[src/cpu_exc_consts.vh]
`ifndef CPU_EXC_CONSTS_VH
`define CPU_EXC_CONSTS_VH

// status word layout and reset value
`define SR_T_BIT 15
`define SR_MASK_LSB 8
`define SR_MASK_MSB 10
`define SR_RESET_VAL 16'h0700
`define MASK_ALL 3'h7

// least low time of the init pin, in system clock cycles
`define INIT_MIN_LOW_CYCLES 3'd6

// vector entry indices (minimum-mode byte address divided by two)
`define VEC_RESET 8'h00
`define VEC_INVALID 8'h02
`define VEC_ZERO_DIV 8'h03
`define VEC_OVF_TRAP 8'h04
`define VEC_ADDR_ERR 8'h08
`define VEC_TRACE 8'h09
`define VEC_TRAP_BASE 8'h10

// register field and external i/o area, no code may be fetched here
`define REG_FIELD_LO 16'hfe80
`define REG_FIELD_HI 16'hffff

// instruction exception kinds from the pipeline
`define EXC_INVALID 2'd0
`define EXC_ZERO_DIV 2'd1
`define EXC_OVF_TRAP 2'd2
`define EXC_VEC_TRAP 2'd3

// cause codes shown in the status view
`define CAUSE_NONE 3'd0
`define CAUSE_RESET 3'd1
`define CAUSE_ADDR_ERR 3'd2
`define CAUSE_INSTR 3'd3
`define CAUSE_TRACE 3'd4
`define CAUSE_IRQ 3'd5

// bus register offsets and responses
`define OFS_CTRL 8'h00
`define OFS_STAT 8'h04
`define OFS_COUNT 8'h08
`define OFS_PCVIEW 8'h0c
`define RESP_OKAY 2'b00
`define RESP_SLVERR 2'b10

`endif

[src/cpu_exception_sequencer.v]
// The address map and register access over AXI4-Lite were left to the implementer.
`timescale 1ns/1ps
`default_nettype none
`include "cpu_exc_consts.vh"

module cpu_exception_sequencer #(
  parameter ADDR_W = 8
) (
  input wire clk,
  input wire rst_n,
  input wire chipInitPin_n,
  input wire instrDone,
  input wire [15:0] nextPc,
  input wire maskHoldInstr,
  input wire excReq,
  input wire [1:0] excKind,
  input wire [3:0] trapNum,
  input wire fetchValid,
  input wire [23:0] fetchAddr,
  input wire dataValid,
  input wire dataWord,
  input wire [23:0] dataAddr,
  input wire irqReq,
  input wire [2:0] irqLevel,
  input wire [7:0] irqVecIdx,
  output reg irqAck,
  input wire statusLoad,
  input wire [15:0] statusLoadData,
  output reg [15:0] statusWord,
  input wire [7:0] curCodeBank,
  input wire [15:0] stackTop,
  input wire [7:0] stackPage,
  output wire inReset,
  output wire seqBusy,
  output reg branchValid,
  output wire [15:0] branchPc,
  output wire [7:0] branchCodeBank,
  output reg stackLoad,
  output wire [15:0] stackTopNew,
  output reg memReq,
  output reg memWrite,
  output reg [23:0] memAddr,
  output reg [15:0] memWData,
  input wire [15:0] memRData,
  input wire memAck,
  input wire [ADDR_W-1:0] awaddr,
  input wire awvalid,
  output wire awready,
  input wire [31:0] wdata,
  input wire [3:0] wstrb,
  input wire wvalid,
  output wire wready,
  output reg [1:0] bresp,
  output reg bvalid,
  input wire bready,
  input wire [ADDR_W-1:0] araddr,
  input wire arvalid,
  output wire arready,
  output reg [31:0] rdata,
  output reg [1:0] rresp,
  output reg rvalid,
  input wire rready
);

  localparam S_HOLD = 3'd0;
  localparam S_IDLE = 3'd1;
  localparam S_PUSH_PC = 3'd2;
  localparam S_PUSH_CP = 3'd3;
  localparam S_PUSH_SR = 3'd4;
  localparam S_VEC_HI = 3'd5;
  localparam S_VEC_PC = 3'd6;
  localparam S_DONE = 3'd7;

  reg [2:0] state_reg;
  reg pinMeta_reg;
  reg pinSync_reg;
  reg pinPrev_reg;
  reg [2:0] lowCount_reg;
  reg aePend_reg;
  reg irqBlock_reg;
  reg didPush_reg;
  reg [2:0] cause_reg;
  reg [7:0] vecIdx_reg;
  reg [15:0] srSave_reg;
  reg [7:0] cpSave_reg;
  reg [15:0] spWork_reg;
  reg [15:0] pcWork_reg;
  reg [7:0] cpWork_reg;
  reg [31:0] excCount_reg;
  reg maxMode_reg;
  reg awHeld_reg;
  reg wHeld_reg;
  reg [ADDR_W-1:0] awAddr_reg;
  reg [31:0] wData_reg;
  reg [3:0] wStrb_reg;

  wire addrFault;
  wire pinRise;
  wire atBoundary;
  wire chainPoint;
  wire aeAny;
  wire takeAe;
  wire takeExc;
  wire takeTrace;
  wire takeIrq;
  wire startSeq;
  wire [15:0] spBase;
  wire [15:0] savePc;
  wire [7:0] saveCp;
  wire [7:0] stackPageEff;
  wire [15:0] vecAddr;
  wire [15:0] spDown;
  wire awTake;
  wire wTake;
  wire doWrite;
  wire [ADDR_W-1:0] wrAddr;
  wire [31:0] wrData;
  wire [3:0] wrStrb;
  reg [7:0] startVec;
  reg [2:0] startCause;
  reg [7:0] excVec;

  exc_addr_check u_addr_check (
    .clk(clk),
    .rst_n(rst_n),
    .maxMode(maxMode_reg),
    .fetchValid(fetchValid),
    .fetchAddr(fetchAddr),
    .dataValid(dataValid),
    .dataWord(dataWord),
    .dataAddr(dataAddr),
    .addrFault(addrFault)
  );

  // init pin edge and outputs
  assign pinRise = pinSync_reg && !pinPrev_reg;
  assign inReset = (state_reg == S_HOLD);
  assign seqBusy = (state_reg != S_IDLE);
  assign branchPc = pcWork_reg;
  assign branchCodeBank = cpWork_reg;
  assign stackTopNew = spWork_reg;

  // exception arbitration at the instruction boundary
  assign atBoundary = (state_reg == S_IDLE) && instrDone;
  assign chainPoint = (state_reg == S_DONE);
  assign aeAny = aePend_reg || addrFault;
  assign takeAe = atBoundary && aeAny;
  assign takeExc = atBoundary && !aeAny && excReq;
  assign takeTrace = atBoundary && !aeAny && !excReq && statusWord[`SR_T_BIT];
  // reset block guards the chain point; a control load at a boundary defers one instruction
  assign takeIrq = irqReq &&
                   ((chainPoint && !irqBlock_reg) ||
                    (atBoundary && !maskHoldInstr && !aeAny && !excReq && !statusWord[`SR_T_BIT]));
  assign startSeq = takeAe || takeExc || takeTrace || takeIrq;

  // a chained interrupt stacks on top of the frame just built
  assign spBase = chainPoint ? spWork_reg : stackTop;
  assign savePc = chainPoint ? pcWork_reg : nextPc;
  assign saveCp = chainPoint ? cpWork_reg : curCodeBank;
  assign stackPageEff = maxMode_reg ? stackPage : 8'h00;
  assign spDown = spWork_reg - 16'h0002;

  // vector entry address: 2 bytes per entry, 4 in maximum mode
  assign vecAddr = maxMode_reg ? {6'h00, vecIdx_reg, 2'b00} : {7'h00, vecIdx_reg, 1'b0};

  // instruction exception vector
  always @* begin
    case (excKind)
      `EXC_INVALID: excVec = `VEC_INVALID;
      `EXC_ZERO_DIV: excVec = `VEC_ZERO_DIV;
      `EXC_OVF_TRAP: excVec = `VEC_OVF_TRAP;
      default: excVec = `VEC_TRAP_BASE + {4'h0, trapNum};
    endcase
  end

  // vector and cause for the winning exception
  always @* begin
    if (takeAe) begin
      startVec = `VEC_ADDR_ERR;
      startCause = `CAUSE_ADDR_ERR;
    end else if (takeExc) begin
      startVec = excVec;
      startCause = `CAUSE_INSTR;
    end else if (takeTrace) begin
      startVec = `VEC_TRACE;
      startCause = `CAUSE_TRACE;
    end else begin
      startVec = irqVecIdx;
      startCause = `CAUSE_IRQ;
    end
  end

  // init pin synchroniser; logic reset counts as a long power-up low
  always @(posedge clk) begin
    if (!rst_n) begin
      pinMeta_reg <= 1'b0;
      pinSync_reg <= 1'b0;
      pinPrev_reg <= 1'b0;
    end else begin
      pinMeta_reg <= chipInitPin_n;
      pinSync_reg <= pinMeta_reg;
      pinPrev_reg <= pinSync_reg;
    end
  end

  // exception sequencer
  always @(posedge clk) begin
    if (!rst_n) begin
      state_reg <= S_HOLD;
      lowCount_reg <= `INIT_MIN_LOW_CYCLES;
      statusWord <= `SR_RESET_VAL;
      aePend_reg <= 1'b0;
      irqBlock_reg <= 1'b1;
      didPush_reg <= 1'b0;
      cause_reg <= `CAUSE_NONE;
      vecIdx_reg <= 8'h00;
      srSave_reg <= 16'h0000;
      cpSave_reg <= 8'h00;
      spWork_reg <= 16'h0000;
      pcWork_reg <= 16'h0000;
      cpWork_reg <= 8'h00;
      excCount_reg <= 32'h00000000;
      memReq <= 1'b0;
      memWrite <= 1'b0;
      memAddr <= 24'h000000;
      memWData <= 16'h0000;
      irqAck <= 1'b0;
      branchValid <= 1'b0;
      stackLoad <= 1'b0;
    end else if (!pinSync_reg) begin
      // pin low: stop and hold initial state
      state_reg <= S_HOLD;
      if (lowCount_reg != `INIT_MIN_LOW_CYCLES) begin
        lowCount_reg <= lowCount_reg + 3'd1;
      end
      statusWord <= `SR_RESET_VAL;
      aePend_reg <= 1'b0;
      irqBlock_reg <= 1'b1;
      memReq <= 1'b0;
      memWrite <= 1'b0;
      irqAck <= 1'b0;
      branchValid <= 1'b0;
      stackLoad <= 1'b0;
    end else begin
      lowCount_reg <= 3'd0;
      irqAck <= 1'b0;
      branchValid <= 1'b0;
      stackLoad <= 1'b0;
      // a fault arriving with its own service is consumed by it
      aePend_reg <= takeAe ? 1'b0 : (aePend_reg || addrFault);
      if (state_reg == S_IDLE && statusLoad) begin
        statusWord <= statusLoadData;
      end
      if (atBoundary) begin
        irqBlock_reg <= maskHoldInstr;
      end
      case (state_reg)
        S_HOLD: begin
          if (pinRise && lowCount_reg == `INIT_MIN_LOW_CYCLES) begin
            statusWord[`SR_T_BIT] <= 1'b0;
            statusWord[`SR_MASK_MSB:`SR_MASK_LSB] <= `MASK_ALL;
            irqBlock_reg <= 1'b1;
            didPush_reg <= 1'b0;
            cause_reg <= `CAUSE_RESET;
            vecIdx_reg <= `VEC_RESET;
            cpWork_reg <= curCodeBank;
            memReq <= 1'b1;
            memWrite <= 1'b0;
            memAddr <= 24'h000000;
            state_reg <= maxMode_reg ? S_VEC_HI : S_VEC_PC;
            excCount_reg <= excCount_reg + 32'h00000001;
          end
        end
        S_PUSH_PC: begin
          if (memAck) begin
            spWork_reg <= spDown;
            memAddr <= {stackPageEff, spDown};
            memWData <= maxMode_reg ? {8'h00, cpSave_reg} : srSave_reg;
            state_reg <= maxMode_reg ? S_PUSH_CP : S_PUSH_SR;
          end
        end
        S_PUSH_CP: begin
          if (memAck) begin
            spWork_reg <= spDown;
            memAddr <= {stackPageEff, spDown};
            memWData <= srSave_reg;
            state_reg <= S_PUSH_SR;
          end
        end
        S_PUSH_SR: begin
          if (memAck) begin
            memWrite <= 1'b0;
            memAddr <= {8'h00, vecAddr};
            state_reg <= maxMode_reg ? S_VEC_HI : S_VEC_PC;
          end
        end
        S_VEC_HI: begin
          if (memAck) begin
            cpWork_reg <= memRData[7:0];
            memAddr <= {8'h00, vecAddr + 16'h0002};
            state_reg <= S_VEC_PC;
          end
        end
        S_VEC_PC: begin
          if (memAck) begin
            pcWork_reg <= memRData;
            memReq <= 1'b0;
            branchValid <= 1'b1;
            stackLoad <= didPush_reg;
            state_reg <= S_DONE;
          end
        end
        default: begin
          // idle, or end of a sequence where a waiting interrupt may chain in
          if (startSeq) begin
            srSave_reg <= statusWord;
            statusWord[`SR_T_BIT] <= 1'b0;
            if (takeIrq) begin
              statusWord[`SR_MASK_MSB:`SR_MASK_LSB] <= irqLevel;
            end
            irqAck <= takeIrq;
            cpSave_reg <= saveCp;
            didPush_reg <= 1'b1;
            cause_reg <= startCause;
            vecIdx_reg <= startVec;
            spWork_reg <= spBase - 16'h0002;
            memReq <= 1'b1;
            memWrite <= 1'b1;
            memAddr <= {stackPageEff, spBase - 16'h0002};
            memWData <= savePc;
            state_reg <= S_PUSH_PC;
            excCount_reg <= excCount_reg + 32'h00000001;
          end else begin
            state_reg <= S_IDLE;
          end
        end
      endcase
    end
  end

  // bus write side: address and data taken in either order
  assign awready = !awHeld_reg && !bvalid;
  assign wready = !wHeld_reg && !bvalid;
  assign awTake = awvalid && awready;
  assign wTake = wvalid && wready;
  assign doWrite = (awHeld_reg || awTake) && (wHeld_reg || wTake);
  assign wrAddr = awHeld_reg ? awAddr_reg : awaddr;
  assign wrData = wHeld_reg ? wData_reg : wdata;
  assign wrStrb = wHeld_reg ? wStrb_reg : wstrb;

  always @(posedge clk) begin
    if (!rst_n) begin
      awHeld_reg <= 1'b0;
      wHeld_reg <= 1'b0;
      awAddr_reg <= {ADDR_W{1'b0}};
      wData_reg <= 32'h00000000;
      wStrb_reg <= 4'h0;
      bvalid <= 1'b0;
      bresp <= `RESP_OKAY;
      maxMode_reg <= 1'b0;
    end else begin
      if (awTake) begin
        awAddr_reg <= awaddr;
      end
      if (wTake) begin
        wData_reg <= wdata;
        wStrb_reg <= wstrb;
      end
      if (doWrite) begin
        awHeld_reg <= 1'b0;
        wHeld_reg <= 1'b0;
        bvalid <= 1'b1;
        if (wrAddr == `OFS_CTRL) begin
          bresp <= `RESP_OKAY;
          if (wrStrb[0]) begin
            maxMode_reg <= wrData[0];
          end
        end else if (wrAddr == `OFS_STAT || wrAddr == `OFS_COUNT || wrAddr == `OFS_PCVIEW) begin
          bresp <= `RESP_OKAY;
        end else begin
          bresp <= `RESP_SLVERR;
        end
      end else begin
        if (awTake) begin
          awHeld_reg <= 1'b1;
        end
        if (wTake) begin
          wHeld_reg <= 1'b1;
        end
        if (bvalid && bready) begin
          bvalid <= 1'b0;
        end
      end
    end
  end

  // bus read side
  assign arready = !rvalid;

  always @(posedge clk) begin
    if (!rst_n) begin
      rvalid <= 1'b0;
      rdata <= 32'h00000000;
      rresp <= `RESP_OKAY;
    end else if (arvalid && arready) begin
      rvalid <= 1'b1;
      rresp <= `RESP_OKAY;
      if (araddr == `OFS_CTRL) begin
        rdata <= {31'h00000000, maxMode_reg};
      end else if (araddr == `OFS_STAT) begin
        rdata <= {statusWord, 6'h00, aePend_reg, irqBlock_reg, 1'b0, cause_reg, 1'b0, state_reg};
      end else if (araddr == `OFS_COUNT) begin
        rdata <= excCount_reg;
      end else if (araddr == `OFS_PCVIEW) begin
        rdata <= {8'h00, cpWork_reg, pcWork_reg};
      end else begin
        rdata <= 32'h00000000;
        rresp <= `RESP_SLVERR;
      end
    end else if (rvalid && rready) begin
      rvalid <= 1'b0;
    end
  end

endmodule
`default_nettype wire

[src/exc_addr_check.v]
`timescale 1ns/1ps
`default_nettype none
`include "cpu_exc_consts.vh"

module exc_addr_check (
  input wire clk,
  input wire rst_n,
  input wire maxMode,
  input wire fetchValid,
  input wire [23:0] fetchAddr,
  input wire dataValid,
  input wire dataWord,
  input wire [23:0] dataAddr,
  output reg addrFault
);

  wire pageZero;
  wire fetchBad;
  wire dataBad;

  // register field lives in page 0 only; minimum mode has no pages
  assign pageZero = !maxMode || (fetchAddr[23:16] == 8'h00);
  assign fetchBad = fetchValid && pageZero &&
                    (fetchAddr[15:0] >= `REG_FIELD_LO) &&
                    (fetchAddr[15:0] <= `REG_FIELD_HI);
  assign dataBad = dataValid && dataWord && dataAddr[0];

  // fault flag, registered, high one cycle after each cycle with a bad access
  always @(posedge clk) begin
    if (!rst_n) begin
      addrFault <= 1'b0;
    end else begin
      addrFault <= fetchBad || dataBad;
    end
  end

endmodule
`default_nettype wire

[config.mk]
export PLATFORM = sky130hd
export DESIGN_NAME = cpu_exception_sequencer
export DESIGN_NICKNAME = d
export VERILOG_FILES = /design/src/cpu_exception_sequencer.v /design/src/exc_addr_check.v
export VERILOG_INCLUDE_DIRS = /design/src /design/src/src
export SDC_FILE = /design/constraint.sdc
export NUM_CORES = 1
export LEC_CHECK = 0
export ABC_CLOCK_PERIOD_IN_PS = 7600
export CELL_PAD_IN_SITES_DETAIL_PLACEMENT = 0
export CELL_PAD_IN_SITES_GLOBAL_PLACEMENT = 1
export CORE_MARGIN = 2
export CORE_UTILIZATION = 49
export DETAILED_ROUTE_END_ITERATION = 16
export DONT_BUFFER_PORTS = 1
export PLACE_DENSITY = 0.87
export SETUP_SLACK_MARGIN = 0.2
export SYNTH_ARGS = -nofsm -noshare
export SYNTH_HDL_FRONTEND = slang
export SYNTH_HIERARCHICAL = 1
export SYNTH_SLANG_ARGS = --single-unit
[constraint.sdc]
create_clock -name clk -period 7.6 [get_ports clk]
set_input_delay 0.76 -clock clk [delete_from_list [all_inputs] [get_ports clk]]
set_output_delay 0.76 -clock clk [all_outputs]
set_load 0.05 [all_outputs]
==> results of run 1 <==
==> stage by stage <==
| stage | setup WS (ns) | cells | utilization | hold slack [ns] | cell area [um2] |
|---|---|---|---|---|---|
| 2_1_floorplan | 4.52 | 1505 | - | 0.412 | 11800 |
| 3_3_place_gp | 3.67 | 1729 | 0.506 | 0.426 | 11900 |
| 6_report | 3.52 | 1774 | 0.539 | 0.339 | 12700 |
| 4_1_cts | 3.57 | 1774 | 0.539 | 0.319 | 12700 |
| 5_1_grt | 3.18 | 1774 | 0.539 | 0.335 | 12700 |
| 3_5_place_dp | 3.60 | 1729 | 0.506 | 0.439 | 11900 |
==> how the worst min path moves through the flow <==
stage                       to   startpoint  slack, ns  depth (start not counted)
2_1_floorplan      pinSync_reg  pinMeta_reg       0.41                          1
3_3_place_gp       pinSync_reg  pinMeta_reg       0.43                          1
3_5_place_dp       pinSync_reg  pinMeta_reg       0.44                          1
4_1_cts        lowCount_reg[2]        rst_n       0.32                          1
5_1_grt        lowCount_reg[1]        rst_n       0.34                          1
6_report       lowCount_reg[2]        rst_n       0.34                          1
==> layer usage <==
| metal | track usage | vias up |
|---|---|---|
| met5 | 0 | - |
| met2 | 0.488 | 501 |
| met4 | 0.0851 | 0 |
| met3 | 0.0693 | 58 |
| li1 | - | 5274 |
| met1 | 0.396 | 5329 |
==> synth_stat cells (all sizes together) (13+ instances only) <==
cell	instances	area share
dfxtp	230	0.39
mux2i	42	0.036
a21oi	153	0.065
mux2	30	0.029
nand3	58	0.025
buf	31	0.013
xnor2	30	0.022
nor2	167	0.053
a22oi	27	0.017
o21ai	71	0.031
nand2	213	0.068
or3	13	0.0069
nor3	45	0.019
inv	28	0.0089
nand4	26	0.014
o22ai	22	0.012
and2	15	0.0079
o31ai	14	0.0089
nor4	22	0.015
clkbuf	81	0.026
a211oi	24	0.015
xor2	16	0.012
==> cell families after synthesis <==
| group | Yosys count | share of synthesized area |
|---|---|---|
| fa+ha+maj | 4 | 0.00423 |
| simple gates | 620 | 0.249 |
| other cells | 1 | 0.000317 |
| xor+xnor | 46 | 0.0341 |
| buf+inv | 141 | 0.0480 |
| compound gates | 389 | 0.209 |
| flops | 230 | 0.390 |
| mux | 73 | 0.0661 |
==> power groups by stage <==
stage	sequential, uW	clock, uW	combinational [uW]
finish	1240	1180	129
detailed placement	1270	0	127
global placement	1260	0	126
global route	1240	1250	142
CTS	1240	1200	128
floorplan	1260	0	113
==> final cells by class <==
type                    instances  area (um2)
fillers                      2295       10800
multi-input cells            1134        6670
flip-flops and latches        230        4610
clock buffers                  37         721
well taps                     319         399
repair buffers                 17         128
inverters                      29         111
clock inverters                 8        68.8
==> critical path, cell delays in order (launching register included) <==
cell and delay (ns):
dfxtp_2 0.31, buf_4 0.48, nand3_1 0.67, buf_4 0.48, a21oi_1 0.20, ha_1 0.33
nor3b_1 0.30, nand3_1 0.20, a221oi_1 0.44, nor3_1 0.08, o31ai_1 0.32, a21oi_1 0.10
==> layout by cell type, fill, tap and decap left out, drive strengths merged, types with 30 or more instances in the layout <==
cell type / Yosys / final
clkbuf: 81 / 37
mux2: 30 / 30
dfxtp: 230 / 230
a21oi: 153 / 153
o21ai: 71 / 71
nor3: 45 / 45
xnor2: 30 / 30
nand2: 213 / 213
nand3: 58 / 58
mux2i: 42 / 42
nor2: 167 / 167
==> impl_metrics.tcl, run 1 <==
set metrics [dict create \
    run_status "completed" \
    fmax_mhz 245 \
    drt_iter0_markers 1029 \
    yosysUniqueCellTypes 82 \
    async_flop_share 0 \
    drt-pass1-iter-count 6 \
    cts.htree.levels 1 \
    p_switching_uw 601 \
    critPathMaxFanout 48 \
    clk_latency_ns 0.52 \
    p_total_uw 2550 \
    period_share 0.537 \
    grt-ovfl-total 0 \
    setup_viol 0 \
    post_cts_buffers 0 \
    cts.repair.resized 0 \
    period_minus_slack_ns 4.08 \
    antenna_cells 0 \
    gp_congestion 0.904 \
    die-height_um 159 \
    grt_pass1_vias 10300 \
    highest_layer "met4" \
    cp-startpoint "state_reg[1]" \
    endpoint "stackTopNew[13]" \
    synthToLayoutAreaGrowth_pct 7.44 \
    syn_inst 1504 \
    grtUsageTotal 0.298 \
    antenna_found_initial 0 \
    dr_wl_met2_mm 18.2 \
    required_ns 7.96 \
    path_class "flop to flop" \
    remaining_drc_errors 0 \
    ys_warn_count 6 \
    rsz0062_at_grt "no" \
    io_buffers 0 \
    cts_buffer_depth 3 \
    grt_max_degree 89 \
    comb_power_share 0.051 \
    worst_ir_drop_vdd_uv 136 \
    hold_violations 0 \
    met3WireLength_mm 3.76 \
    synth_edf_count 0 \
    arrival_ns 4.44 \
    pwr-share-seq 0.486 \
    startpoint_type "flop" \
    synth-seq-cells 230 \
    cts_buffers 25 \
    rr_startpoint "state_reg[1]" \
    maxCapViolCount 0 \
    hold_path.class "primary input to flop" \
    slew_headroom 0.224 \
    tritoncts "done" \
    regToRegEndpoint "stackTopNew[13]" \
    wirelength_mm 39.5 \
    hold_buffers 0 \
    vias 11200 \
    clkPwrFrac 0.464 \
    place_hpwl_mm 27.6 \
    vias_per_cell 6.29 \
    drive_gt1_frac 0.0777 \
    grt_pass1_wl_mm 60.7 \
    leakage_uw 0.00436 \
    tightest_slew_ns 1.16 \
    wl_per_cell_um 22.2 \
    r2r_cells 11 \
    ioPinCount 358 \
    synth_seq_area_share 0.390 \
    start_util 0.502 \
    sw_frac_of_total 0.236 \
    nNetsFinal 1655 \
    cts_root_buf "clkbuf_16" \
    p_per_area_mw_per_mm2 201 \
    clk_pin_slew_worst_paths_ns 0.06 \
    die_area_mm2 0.0254 \
    ys.flop_type "dfxtp_1" \
    finClkSkew_ns 0.0119 \
    crit_path_end_kind "flop" \
    maxSlewViolCount 0 \
    clock-sinks 230 \
    setup_tns_ns 0 \
    power.internal_uw 1950 \
    regToRegSetupSlack_ns 3.52 \
    die_w_um 159 \
    wirelength_met1_mm 16.5 \
    core_area_mm2 0.0235 \
    synth.avg_cell_area_um2 7.86 \
    syn-cell-area_mm2 0.0118 \
    ant_nets 0 \
    row_count 56 \
]
(Power assumes the default switching activity.)
==> inputs of run 2 (changes only) <==
Settings changed: ABC_CLOCK_PERIOD_IN_PS 7600 to 3900, CORE_UTILIZATION 49 to 46, PLACE_DENSITY 0.87 to 0.82.
Clock period 7.6 ns to 3.9 ns, I/O delays scaled along.
==> run 2 against run 1 <==
  * Core utilization shrank 1.1 points
  * Sequential power grew 94%
  * First-iteration DRC count grew 12%
  * Cell count grew 3.6%
  * Count of clock-buffer cells in the layout is the same
  * Critical endpoint is now srSave_reg[12]
  * Highest routed layer unchanged
==> impl_metrics.tcl, run 2 (synthesized netlist as in run 1, its figures left out) <==
set metrics [dict create \
    worst_ir_drop_vdd_uv 381 \
    cts_buffers 26 \
    run_status "completed" \
    setup_viol 0 \
    setup_tns_ns 0 \
    gp_congestion 0.909 \
    critPathMaxFanout 40 \
    clk_pin_slew_worst_paths_ns 0.06 \
    synthToLayoutAreaGrowth_pct 12.6 \
    drive_gt1_frac 0.0869 \
    place_hpwl_mm 29.2 \
    cts_buffer_depth 3 \
    rsz0062_at_grt "no" \
    hold_start "statusLoadData[14]" \
    layout_common_cells "dfxtp_1, nand2_1, nor2_1, a21oi_1, o21ai_0" \
    maxCapViolCount 0 \
    r2r_cells 7 \
    final_common_cell "dfxtp_1" \
    required_ns 4.35 \
    cts.repair.resized 0 \
    clk_latency_ns 0.53 \
    maxSlewViolCount 0 \
    path_class "flop to flop" \
    cp-startpoint "statusWord[15]" \
    finClkSkew_ns 0.0108 \
    period_share 0.826 \
    cts_root_buf "clkbuf_16" \
    wl_per_cell_um 22.2 \
    cp_slowest_stage_delay_ns 0.82 \
    hold_violations 0 \
    startpoint_type "flop" \
    leakage_uw 0.00462 \
    grt_pass1_vias 10100 \
    tritoncts "done" \
    cts.htree.levels 1 \
    die_area_mm2 0.0270 \
    ant_nets 0 \
    antenna_cells 0 \
    clock-sinks 230 \
    drt_iter0_markers 1151 \
    nNetsFinal 1707 \
    rr_startpoint "statusWord[15]" \
    grt_max_degree 72 \
    core_area_mm2 0.0252 \
    tightest_slew_ns 1.09 \
    die_w_um 164 \
    arrival_ns 3.67 \
    die-height_um 164 \
    hold_path.class "primary input to flop" \
    regArea_mm2 0.00461 \
    row_count 58 \
    drt-pass1-iter-count 7 \
    num-fill-cells 2473 \
    grt-ovfl-total 0 \
    hold_depth 2 \
    crit_path_end_kind "flop" \
    wirelength_mm 40.7 \
    antenna_found_initial 0 \
    min_to "statusWord[14]" \
    vias_per_cell 6.11 \
    crit_chain "nor4_1 -> a21oi_1 -> o31a_1 -> buf_4 -> nand2_1 -> nand2_1 -> a21oi_1" \
    final_util 0.528 \
    remaining_drc_errors 0 \
    period_minus_slack_ns 3.22 \
    crit_slowest_cell "nor4_1" \
    ioPinCount 358 \
    start_util 0.469 \
    io_buffers 0 \
    regToRegSetupSlack_ns 0.68 \
    slew_headroom 0.270 \
    grtUsageTotal 0.289 \
    grt_pass1_wl_mm 60.3 \
    regToRegEndpoint "srSave_reg[12]" \
    vias 11200 \
    p_per_area_mw_per_mm2 394 \
    fmax_mhz 311 \
    multi_input_area_mm2 0.00667 \
]
## run 2: per-layer routing
layer  track usage  vias up  wire (um)
li1              -     5374          -
met1         0.371     5243      16700
met2         0.457      533      17900
met3        0.0985       75       4740
met4        0.0881        0       1450
met5             0        -          0
## run 2: area by class of cell
cell class | count | share of cell area
well taps | 330 | 0.0310
inverters | 29 | 0.00837
multi-input cells | 1134 | 0.501
clock buffers | 37 | 0.0589
repair buffers | 68 | 0.0465
flip-flops and latches | 230 | 0.346
clock inverters | 10 | 0.00827
## run 2: timing repair
item,4_1_cts,5_1_grt
endpoints found under the hold margin,53,0
hold buffers,38,0
setup buffers,0,0
## run 2: worst max path at each step
stage	slack, ns	cells after the start	endpoint
2_1_floorplan	0.82	14	memAddr[13]
3_3_place_gp	0.85	7	srSave_reg[15]
3_5_place_dp	0.81	7	srSave_reg[12]
4_1_cts	0.80	7	srSave_reg[14]
5_1_grt	0.56	7	srSave_reg[4]
6_report	0.68	7	srSave_reg[12]
## run 2: worst max-delay path, delay by kind of cell (launching register included)
kind                   cells  cell delay, ns
and+or+nand+nor            3            1.44
AOI/OAI and AO/OA          3            0.78
DFF                        1            0.62
buffers and inverters      1            0.27
## run 2: stage by stage
| step | setup slack, ns | total power, uW | cells | hold slack (ns) | instance area (um2) |
|---|---|---|---|---|---|
| after floorplan | 0.815 | 2680 | 1505 | 0.412 | 11800 |
| final | 0.680 | 5240 | 1838 | 0.00364 | 13300 |
| after detailed placement | 0.811 | 2720 | 1753 | 0.444 | 12000 |
| after global routing | 0.559 | 5370 | 1838 | 0.0144 | 13300 |
| after global placement | 0.849 | 2720 | 1753 | 0.441 | 12000 |
| after CTS | 0.803 | 5260 | 1838 | 0.00151 | 13300 |
## run 2: power breakdown
| part | internal (uW) | switching [uW] | total [uW] |
|---|---|---|---|
| Combinational | 114 | 181 | 295 |
| Clock | 1520 | 1000 | 2530 |
| Sequential | 2370 | 41.5 | 2410 |
==> inputs of run 3 (changes only) <==
Settings changed: ABC_CLOCK_PERIOD_IN_PS 3900 to 2600, CORE_UTILIZATION 46 to 41, PLACE_DENSITY 0.82 to 0.78.
Clock period 3.9 ns to 2.6 ns, I/O delays scaled along.
==> run 3 against run 2 <==
  * Fmax rose by 35%
  * Clock power up 57%
  * Setup slack got worse by 0.46 ns
  * Clock skew grew 0.0079 ns
  * Register-to-register slack got worse by 0.46 ns
  * Power grew 56%
  * Worst hold slack better by 0.016 ns
  * Sequential power is 50% higher
  * Sequential share of layout area is 3.2 points lower
  * Critical path depth did not move
  * Via count increased by 6.8%
  * First-iteration DRC count down 3.6%
==> impl_metrics.tcl, run 3 (synthesized netlist as in run 1, its figures left out) <==
set metrics [dict create \
    run_status "completed" \
    place_hpwl_mm 31.1 \
    rr_startpoint "state_reg[2]" \
    wl_per_cell_um 21.5 \
    grt_pass1_wl_mm 66.0 \
    tritoncts "done" \
    io_buffers 0 \
    vias_per_cell 5.92 \
    grt_pass1_vias 11200 \
    layout_common_cells "dfxtp_1, nand2_1, nor2_1, a21oi_1, buf_4" \
    nNetsFinal 1834 \
    hold_path.class "primary input to flop" \
    clock-sinks 230 \
    grt_max_degree 58 \
    tightest_slew_ns 0.820 \
    drt-pass1-iter-count 6 \
    startpoint_type "flop" \
    die_w_um 174 \
    hold_violations 0 \
    finClkSkew_ns 0.0187 \
    crit_slowest_cell "nor3_1" \
    gp_congestion 0.899 \
    die_area_mm2 0.0302 \
    antenna_found_initial 2 \
    cpLargestDelayFamily "compound AO/OA/AOI/OAI gates" \
    p_total_uw 8150 \
    critPathMaxFanout 12 \
    cp_slowest_stage_delay_ns 0.47 \
    cts_root_buf "clkbuf_16" \
    start_util 0.414 \
    wirelength_mm 43.5 \
    rsz0062_at_grt "no" \
    cts_buffers 27 \
    maxSlewViolCount 0 \
    grt.busiest_layer "met2" \
    crit_top_cell "buf_4" \
    final_common_cell "dfxtp_1" \
    use_met1 0.359 \
    grtUsageTotal 0.276 \
    arrival_ns 2.82 \
    ioPinCount 358 \
    synthToLayoutAreaGrowth_pct 24.3 \
    remaining_drc_errors 0 \
    leakage_uw 0.00527 \
    setup_tns_ns 0 \
    ant_nets 0 \
    worst_ir_drop_vdd_uv 484 \
    drt_iter0_markers 1109 \
    num-fill-cells 2737 \
    clk_pin_slew_worst_paths_ns 0.07 \
    die-height_um 174 \
    row_count 62 \
    cts.htree.levels 1 \
    cp.buffers_inverters 2 \
    slew_headroom 0.453 \
    clk_latency_ns 0.56 \
    core_area_mm2 0.0285 \
    required_ns 3.04 \
    path_class "flop to flop" \
    grtUsageMet2 0.429 \
    setup_viol 0 \
    crit_path_end_kind "flop" \
    drive_gt1_frac 0.141 \
    placed_area_mm2 0.0128 \
    grt-ovfl-total 0 \
    cts_buffer_depth 3 \
    maxCapViolCount 0 \
    cp-startpoint "state_reg[2]" \
    grt_util_met3 0.0768 \
    fmax_mhz 420 \
    vias 12000 \
    period_share 0.916 \
    p_per_area_mw_per_mm2 554 \
    fin_area_mm2 0.0147 \
    period_minus_slack_ns 2.38 \
    whs_ns 0.0197 \
    crit_chain "nand3_4 -> buf_4 -> nor3_1 -> o31a_1 -> buf_4 -> a21oi_1 -> a211o_1" \
    hold_start "excReq" \
]
==> run 3: cell count changes in the layout (fill, tap and decap cells not counted), sizes merged <==
cell and delta:
dlygate4sd3 +44, diode +2, bufinv +2, clkbuf +1
clkinvlp -3, clkinv +1, inv +2, buf +82
==> run 3: cell type report <==
class / instances / area, um2 / area share
Tap cell: 384 / 480 / 0.0327
Multi-Input combinational cell: 1134 / 6790 / 0.462
Clock inverter: 12 / 181 / 0.0123
Clock buffer: 38 / 747 / 0.0508
Timing Repair Buffer: 194 / 1760 / 0.120
Antenna cell: 2 / 5.00 / 0.000341
Sequential cell: 230 / 4610 / 0.314
Inverter: 29 / 111 / 0.00758
==> run 3: power breakdown <==
part / total [uW] / internal, uW / switching (uW) / leakage (uW)
Combinational: 559 / 248 / 311 / 0.00296
Sequential: 3610 / 3560 / 55.0 / 0.00186
Clock: 3970 / 2410 / 1560 / 0.000454
==> run 3: stage by stage <==
stage / util / worst slack [ns] / instances
floorplan: - / 0.0873 / 1505
global placement: 0.447 / 0.198 / 1879
detailed placement: 0.447 / 0.138 / 1879
CTS: 0.509 / 0.209 / 2013
global route: 0.515 / 0.148 / 2022
finish: 0.515 / 0.220 / 2023
==> run 3: path summary, 6_finish.rpt <==
kind | cells after the start | slack, ns | to
min reg2reg | 1 | 0.44 | pinSync_reg
min | 3 | 0.02 | cause_reg[2]
max | 7 | 0.22 | stackTopNew[11]
max reg2reg | 7 | 0.22 | stackTopNew[11]
==> run 3: timing repair <==
action / CTS / global route
buffers inserted: 1 / 8
gates resized for setup: 1 / 18
hold buffers: 83 / 0
setup endpoints to repair: 9 / 48
cloned: 0 / 0
endpoints found under the hold margin: 129 / 0
pin swaps: 1 / 7
==> run 3: worst min-delay path, delay by kind of cell <==
family           cells  cell delay, ns
and+or+nand+nor      3            0.26
==> run 3: routing by layer <==
| metal | routed length, um | part of all wire |
|---|---|---|
| met2 | 19600 | 0.45 |
| met5 | 13 | 0.00030 |
| met1 | 17800 | 0.41 |
| met4 | 1720 | 0.040 |
| met3 | 4370 | 0.10 |
